$ cat src/verilog/eiad_consts.svh
// What this block does
// (RULE_01) four external event inputs, 0 to 3, are each watched on their own for level changes.
// (RULE_02) each input gives an activation event on turning active and a deactivation event on turning inactive, eight events in all.
// (RULE_03) every one of the 32 output pins stores one entry per event for all eight events, naming the action set 0 to 11 it fires.
// (RULE_04) an entry holding minus one (4'hf) makes that event do nothing on that pin.
// (RULE_05) an eight-bit enable mask lets an event dispatch its per-pin actions only while its bit is set; the code checks the bit only on arrival.
// (RULE_06) an event whose enable bit is clear is dropped entirely and fires nothing.
// (RULE_07) at start-up the active mask is loaded from the stored initial mask.
// (RULE_08) a run-time event-input instruction rewrites the active mask and leaves the stored initial mask alone.
// (RULE_09) a fired action set runs that pin's instruction list; a pin has 4 or 12 action sets by a setting.
// (RULE_10) the host reads or writes the entries of one selected pin, or of all pins, and gets exactly those; an all-pins read gets the selected pin only.
// (RULE_11) the stored initial mask is read and written as its own transfer, apart from the pin tables.
// (RULE_12) each input is synchronised and edge-detected so each transition gives one single-cycle pulse.
// (RULE_13) events arriving together are dispatched lowest index first, one per cycle, none lost.
`ifndef EIAD_CONSTS_SVH
`define EIAD_CONSTS_SVH

`define EIAD_OFF_CTRL 12'h000
`define EIAD_OFF_INIT_MASK 12'h004
`define EIAD_OFF_ACT_MASK 12'h008
`define EIAD_OFF_STATUS 12'h00c
`define EIAD_OFF_PIN_SEL 12'h010
`define EIAD_OFF_PIN_DATA 12'h014
`define EIAD_OFF_ALL_DATA 12'h018
`define EIAD_TABLE_BASE_HI 5'h02
`define EIAD_CTRL_MODE12_BIT 0
`define EIAD_ENTRY_NONE 4'hf
`define EIAD_ASPECTS_SMALL 4'h4
`define EIAD_ASPECTS_LARGE 4'hc
`define EIAD_INIT_MASK_RST 8'hff
`define EIAD_MEM_RST 32'hffffffff
`define EIAD_PINS 32
`define EIAD_EVENTS 8

`endif

$ cat src/verilog/eiad_pkg.sv
`default_nettype none
package eiad_pkg;

typedef logic [3:0] eiad_entry_t;
typedef logic [31:0] eiad_word_t;

typedef struct packed {
    logic [31:0][31:0] mem;
    logic mode12;
    logic [7:0] init_mask;
    logic [7:0] act_mask;
    logic started;
    logic [4:0] pin_sel;
    logic [7:0] pend;
    logic [31:0] fire;
    logic [31:0][3:0] aspect;
    logic [2:0] fire_ev;
    logic fire_valid;
    logic pready;
    logic pslverr;
    logic [31:0] prdata;
} eiad_state_t;

endpackage : eiad_pkg
`default_nettype wire

$ cat src/verilog/eiad_edge.sv
`timescale 1ns/1ns
`default_nettype none
module eiad_edge #(
    parameter int N = 4
) (
    input wire logic clk_sys,
    input wire logic rst_n,
    input wire logic [N-1:0] din,
    output logic [N-1:0] lvl,
    output logic [N-1:0] rise,
    output logic [N-1:0] fall
);
    typedef struct packed {
        logic [N-1:0] meta;
        logic [N-1:0] sync;
        logic [N-1:0] prev;
    } eiad_edge_t;

    eiad_edge_t s_r;
    eiad_edge_t s_nxt;

    // meta feeds only sync; the edge logic looks at sync and prev
    always_comb begin
        s_nxt = s_r;
        s_nxt.meta = din;
        s_nxt.sync = s_r.meta;
        s_nxt.prev = s_r.sync;
    end

    always_ff @(posedge clk_sys or negedge rst_n) begin
        if (!rst_n) begin
            s_r <= '0;
        end else begin
            s_r <= s_nxt;
        end
    end

    assign lvl = s_r.sync;
    // (RULE_12) one pulse each edge
    assign rise = s_r.sync & ~s_r.prev;
    assign fall = ~s_r.sync & s_r.prev;
endmodule : eiad_edge
`default_nettype wire

$ cat src/verilog/eiad_top.sv
// Decided for this implementation: the register addresses and the APB interface to the registers.
`timescale 1ns/1ns
`default_nettype none
`include "eiad_consts.svh"
module eiad_top #(
    parameter int N_IN = 4
) (
    input wire logic clk_sys,
    input wire logic rstn,
    input wire logic [N_IN-1:0] event_in,
    input wire logic psel,
    input wire logic penable,
    input wire logic pwrite,
    input wire logic [11:0] paddr,
    input wire logic [31:0] pwdata,
    output logic [31:0] prdata,
    output logic pready,
    output logic pslverr,
    output logic act_valid,
    output logic [2:0] act_event,
    output logic [31:0] act_fire,
    output logic [127:0] act_aspect
);
    eiad_pkg::eiad_state_t s_r;
    eiad_pkg::eiad_state_t s_nxt;
    logic rst_meta_r;
    logic rst_n_s;
    logic [N_IN-1:0] lvl;
    logic [N_IN-1:0] ev_rise;
    logic [N_IN-1:0] ev_fall;
    logic [7:0] ev_new;
    logic setup;
    logic wr;
    logic [2:0] serve_idx;
    logic serve_any;

    // reset is asserted at once but released only through two flops
    always_ff @(posedge clk_sys or negedge rstn) begin
        if (!rstn) begin
            rst_meta_r <= 1'b0;
            rst_n_s <= 1'b0;
        end else begin
            rst_meta_r <= 1'b1;
            rst_n_s <= rst_meta_r;
        end
    end

    // (RULE_01) independent input watch
    eiad_edge #(
        .N(N_IN)
    ) eiad_edge_inst (
        .clk_sys(clk_sys),
        .rst_n(rst_n_s),
        .din(event_in),
        .lvl(lvl),
        .rise(ev_rise),
        .fall(ev_fall)
    );

    // (RULE_02) on events low, off high
    assign ev_new = {4'(ev_fall), 4'(ev_rise)};

    function automatic eiad_pkg::eiad_entry_t get_entry(
        input eiad_pkg::eiad_word_t w,
        input logic [2:0] ev
    );
        get_entry = w[{ev, 2'b00} +: 4];
    endfunction : get_entry

    // entries past the pin's set count, and the do-nothing code, fire nothing
    function automatic logic is_action(input eiad_pkg::eiad_entry_t e, input logic mode12);
        logic [3:0] lim;
        lim = mode12 ? `EIAD_ASPECTS_LARGE : `EIAD_ASPECTS_SMALL;
        is_action = (e != `EIAD_ENTRY_NONE) && (e < lim);
    endfunction : is_action

    function automatic logic [2:0] lowest(input logic [7:0] v);
        lowest = 3'h0;
        for (int i = 7; i >= 0; i--) begin
            if (v[i]) begin
                lowest = 3'(i);
            end
        end
    endfunction : lowest

    assign setup = psel && !penable;
    assign wr = psel && penable && pwrite && s_r.pready;
    // (RULE_13) lowest pending first
    assign serve_idx = lowest(s_r.pend);
    assign serve_any = |s_r.pend;

    always_comb begin
        logic hit;
        logic [31:0] rd;
        eiad_pkg::eiad_entry_t e;
        hit = 1'b0;
        rd = 32'h0;
        e = 4'h0;
        s_nxt = s_r;

        // answer in the cycle after setup, so every access has no wait state
        s_nxt.pready = setup;
        s_nxt.pslverr = 1'b0;
        if (setup) begin
            hit = 1'b1;
            if (paddr[11:7] == `EIAD_TABLE_BASE_HI && paddr[1:0] == 2'b00) begin
                // (RULE_10) all pins readable
                rd = s_r.mem[paddr[6:2]];
            end else begin
                unique case (paddr)
                    `EIAD_OFF_CTRL: rd = {31'h0, s_r.mode12};
                    // (RULE_11) initial mask alone
                    `EIAD_OFF_INIT_MASK: rd = {24'h0, s_r.init_mask};
                    `EIAD_OFF_ACT_MASK: rd = {24'h0, s_r.act_mask};
                    `EIAD_OFF_STATUS: rd = {20'h0, s_r.pend, 4'(lvl)};
                    `EIAD_OFF_PIN_SEL: rd = {27'h0, s_r.pin_sel};
                    // (RULE_10) selected pin read
                    `EIAD_OFF_PIN_DATA: rd = s_r.mem[s_r.pin_sel];
                    `EIAD_OFF_ALL_DATA: rd = s_r.mem[s_r.pin_sel];
                    default: hit = 1'b0;
                endcase
            end
            s_nxt.prdata = rd;
            s_nxt.pslverr = !hit;
        end

        if (wr && !s_r.pslverr) begin
            if (paddr[11:7] == `EIAD_TABLE_BASE_HI) begin
                s_nxt.mem[paddr[6:2]] = pwdata;
            end else begin
                unique case (paddr)
                    `EIAD_OFF_CTRL: s_nxt.mode12 = pwdata[`EIAD_CTRL_MODE12_BIT];
                    // (RULE_11) initial mask write
                    `EIAD_OFF_INIT_MASK: s_nxt.init_mask = pwdata[7:0];
                    // (RULE_08) run-time mask instruction
                    `EIAD_OFF_ACT_MASK: s_nxt.act_mask = pwdata[7:0];
                    `EIAD_OFF_PIN_SEL: s_nxt.pin_sel = pwdata[4:0];
                    // (RULE_10) one pin only
                    `EIAD_OFF_PIN_DATA: s_nxt.mem[s_r.pin_sel] = pwdata;
                    `EIAD_OFF_ALL_DATA: begin
                        // (RULE_10) every pin at once
                        for (int p = 0; p < `EIAD_PINS; p++) begin
                            s_nxt.mem[p] = pwdata;
                        end
                    end
                    default: begin
                    end
                endcase
            end
        end

        // (RULE_07) load active from stored
        if (!s_r.started) begin
            s_nxt.started = 1'b1;
            s_nxt.act_mask = s_r.init_mask;
        end

        // dispatch: one event a cycle, the served bit is cleared below
        s_nxt.fire_valid = serve_any;
        s_nxt.fire_ev = serve_idx;
        for (int p = 0; p < `EIAD_PINS; p++) begin
            e = get_entry(s_r.mem[p], serve_idx);
            // (RULE_03) per-pin per-event entry
            s_nxt.aspect[p] = e;
            // (RULE_04) (RULE_09) skip do-nothing
            s_nxt.fire[p] = serve_any && is_action(e, s_r.mode12);
        end

        // (RULE_05) (RULE_06) masked events dropped
        // new arrivals win over the clear of the bit just served
        s_nxt.pend = (s_r.pend & ~(serve_any ? (8'h01 << serve_idx) : 8'h00))
                   | (ev_new & s_r.act_mask);
    end

    always_ff @(posedge clk_sys or negedge rst_n_s) begin
        if (!rst_n_s) begin
            s_r <= '0;
            s_r.mem <= {`EIAD_PINS{`EIAD_MEM_RST}};
            s_r.init_mask <= `EIAD_INIT_MASK_RST;
        end else begin
            s_r <= s_nxt;
        end
    end

    assign prdata = s_r.prdata;
    assign pready = s_r.pready;
    assign pslverr = s_r.pslverr;
    assign act_valid = s_r.fire_valid;
    assign act_event = s_r.fire_ev;
    assign act_fire = s_r.fire;
    assign act_aspect = s_r.aspect;
endmodule : eiad_top
`default_nettype wire
$ cat config.mk
export PLATFORM = sky130hd
export DESIGN_NAME = eiad_top
export DESIGN_NICKNAME = d
export VERILOG_FILES = /design/src/verilog/eiad_pkg.sv /design/src/verilog/eiad_edge.sv /design/src/verilog/eiad_top.sv
export VERILOG_INCLUDE_DIRS = /design/src /design/src/verilog
export SDC_FILE = /design/constraint.sdc
export NUM_CORES = 2
export LEC_CHECK = 0
export BUFFER_PORTS_ARGS = -buffer_cell sky130_fd_sc_hd__clkbuf_2
export CORE_ASPECT_RATIO = 1.4
export CORE_MARGIN = 5
export CORE_UTILIZATION = 35
export CTS_CLUSTER_SIZE = 14
export DETAILED_ROUTE_END_ITERATION = 8
export HOLD_SLACK_MARGIN = 0.05
export PLACE_DENSITY = 0.48
export SKIP_CTS_REPAIR_TIMING = 1
export SYNTH_ARGS = -nofsm -noshare
export SYNTH_HDL_FRONTEND = slang
export SYNTH_SLANG_ARGS = --single-unit
$ cat constraint.sdc
create_clock -name clk_sys -period 42.6 [get_ports clk_sys]
set_input_delay 12.78 -clock clk_sys [delete_from_list [all_inputs] [get_ports clk_sys]]
set_output_delay 12.78 -clock clk_sys [all_outputs]
set_load 0.1 [all_outputs]
==> reports/qor.yml <==
clock_latency_ps: 830
overflow: 0
cts_buffers: 146
dr.pass1.iters: 6
rsz0062_at_grt: "false"
slowest_delay_ps: 800
syn2layout_area_growth_pct: 9.29
core_um2: 210000
cts-root-buf: "clkbuf_16"
num_vias: 53800
p_switching_w: 0.00183
ant_nets: 0
hpwl_um: 229000
internal-power_w: 0.00231
die_h_um: 554
layout_min_cycle_time_ps: 16330
powerDensity_nw_per_um2: 51.1
place.gp.congestion: 0.994
path_buf_inv: 4
crit_fanout: 40
yosys_warnings: 0
layout_common_cells: "dfstp_2, mux2_2, mux4_2"
worst-path-stages: 10
min_path_type: "register to register"
viasPerCell: 6.39
wl_um: 339000
setup_ws_ps: 26270
wl_per_cell_um: 40.2
maxSlewViolCount: 0
finalSetupTns_ps: 0
fp-row-count: 199
initial_core_util_pct: 35.2
drv_cap: 0
track_usage_pct: 29.9
hold_violations: 0
crit_top_cell: "buf_4"
slowest_stage: "a311oi_1"
cts.clk_slew.worst_paths_ps: 60
grt_max_degree: 175
nets: 5573
drive_gt1_share_pct: 58.7
syn_area_um2: 74100
r2r_cells: 11
whs_path_depth: 0
clockBufferDepth: 4
fp.dieArea_um2: 221000
drcViolationCount: 0
port_buffers: 250
cp_data_required_time_ps: 43260
outcome: "completed"
synth_ff_type: "dfstp_2"
clock_skew_ps: 53.6
antenna_found_initial: 29
synth_edf_count: 0
netlist_instances: 5721
cts_sinks: 1267
utilization_pct: 38.5
seqPwrFrac_pct: 31.8
synth-seq-cells: 1267
die_x_um: 399
post-place-ws_ps: 25430
cts_htree_levels: 4
switching_share_pct: 44.3
crit_path_end_kind: "register"
ys_types: 82
ir_drop_mv: 0.0740
async_flop_share_pct: 100
grt_pass1_vias: 54100
grt_pass1_wl_um: 465000
ys_seq_area_share_pct: 44.5
cp_cell_sequence: "buf_8 > buf_4 > buf_4 > mux4_2 > a22o_1 > a221oi_1 > a31oi_1 > a311oi_1 > buf_4 > o21ai_0"
relSlewSlack_pct: 8.37
critPathKind: "primary input to register"
p_leak_nw: 30.7
crit_family: "buffers and inverters"
synth_area_per_cell_um2: 12.9
drt_iter0_drc: 5920
fmax_mhz: 61.3
cts_tree: "done"
crit_arrival_ps: 16980
start_kind: "primary input"
clkPwrFrac_pct: 31.1
layout_commonest_cell: "dfstp_2"
ioPinCount: 251
worstMarginPinSlew_ps: 1370
combPwrFrac_pct: 37.1
period_share_pct: 38.3
finalSetupViolCount: 0
-- path summary, 6_finish.rpt --
kind                                      startpoint                     to  slack (ps)
min in group asynchronous          rst_n_s$_DFF_PN0_  s_r[1007]$_DFFE_PN1P_         780
worst min-delay path            rst_meta_r$_DFF_PN0_      rst_n_s$_DFF_PN0_         350
worst max-delay path                        paddr[2]  prdata[8]$_DFFE_PN0P_       26270
max in group asynchronous                       rstn      rst_n_s$_DFF_PN0_       30720
worst max register to register    s_r[201]$_DFF_PN0_  act_fire[7]$_DFF_PN0_       36930
worst min register to register  rst_meta_r$_DFF_PN0_      rst_n_s$_DFF_PN0_         350
-- layer usage --
layer / vias up / global-route usage, % / routed length, um
met1: 28800 / 32.9 / 116000
met5: - / 0 / 81
met3: 895 / 6.18 / 22900
li1: 21400 / - / -
met2: 2665 / 49.0 / 162000
met4: 12 / 26.2 / 37800
-- power groups by stage --
stage	combinational, W	clock [W]	sequential, W
2_1_floorplan	0.00105	0	0.00133
3_3_place_gp	0.00152	0	0.00133
3_5_place_dp	0.00152	0	0.00133
4_1_cts	0.00153	0.00131	0.00132
5_1_grt	0.00156	0.00136	0.00132
6_report	0.00154	0.00129	0.00132
-- layout make-up --
class | count | area, um^2
clock inverter | 30 | 384
multi-input combinational | 3641 | 36900
antenna | 18 | 45.0
tap | 2814 | 3520
clock buffer | 224 | 4340
sequential | 1267 | 33000
inverter | 19 | 78.8
fill | 20000 | 129000
timing repair buffer | 413 | 2650
-- cell families after synthesis --
kind of cell               after synthesis  synth area share (%)
muxes                                 1677                  33.1
DFF                                   1267                  44.5
AOI/OAI and AO/OA                     1008                  9.75
and+or+nand+nor                        922                  6.14
buffers and inverters                  814                  5.88
adders and majority gates               32                 0.540
other                                    1               0.00506
-- synth_stat cells, types with 7 or more instances --
cell type	instances	share of area [%]
mux4_2	515	16
clkbuf_1	276	1.4
nand3_1	299	2.0
dfrtp_1	235	7.9
and2_1	11	0.093
and3_1	56	0.47
a211oi_1	65	0.66
dfstp_2	1032	37
o21a_1	8	0.081
a31oi_1	57	0.48
buf_1	46	0.23
buf_2	198	1.3
o221ai_1	26	0.31
mux2_1	65	0.99
a311o_1	22	0.30
ha_1	32	0.54
a211o_1	10	0.12
a22oi_1	221	2.2
a221oi_1	85	1.0
o21ai_0	137	0.93
nand2b_1	8	0.068
nand4_1	32	0.27
buf_4	270	2.7
nand2_1	405	2.1
a22o_1	38	0.45
inv_1	15	0.076
nor3_4	20	0.44
o221ai_2	7	0.14
o22ai_1	46	0.39
a31o_1	23	0.27
a21oi_1	153	1.0
nor2_1	42	0.21
a31o_2	26	0.31
mux2_2	993	15
a2111oi_0	13	0.15
a311oi_1	27	0.32
mux2i_1	104	1.4
-- flip-flops by register name, summed over array words and instances (netlist names), 3 cells and up --
register              flops
act_fire                 32
act_aspect              128
act_event                 3
prdata                   32
eiad_edge_inst.s_r        4
eiad_edge_inst.lvl        4
s_r                    1055
eiad_edge_inst.s_nxt      4
-- through the flow --
step                      instance area, um^2  hold WS [ps]  power (W)  cells
after floorplan                         74100           331    0.00238   5722
after global placement                  76200           339    0.00286   8153
after detailed placement                76200           335    0.00286   8153
after CTS                               80900           356    0.00416   8407
after global routing                    80900           366    0.00424   8409
final                                   81000           353    0.00414   8426
-- worst register-to-register path: stages, from the launching register on --
cell and delay, ps:
dfrtp_1 560, nor4_4 360, buf_4 500, nand2_8 500, inv_8 720, buf_12 480, nor2_4 320, buf_4 350
a221oi_1 970, ha_1 390, a31o_1 180, a211oi_1 220
Power figures use the tool's default switching activity.
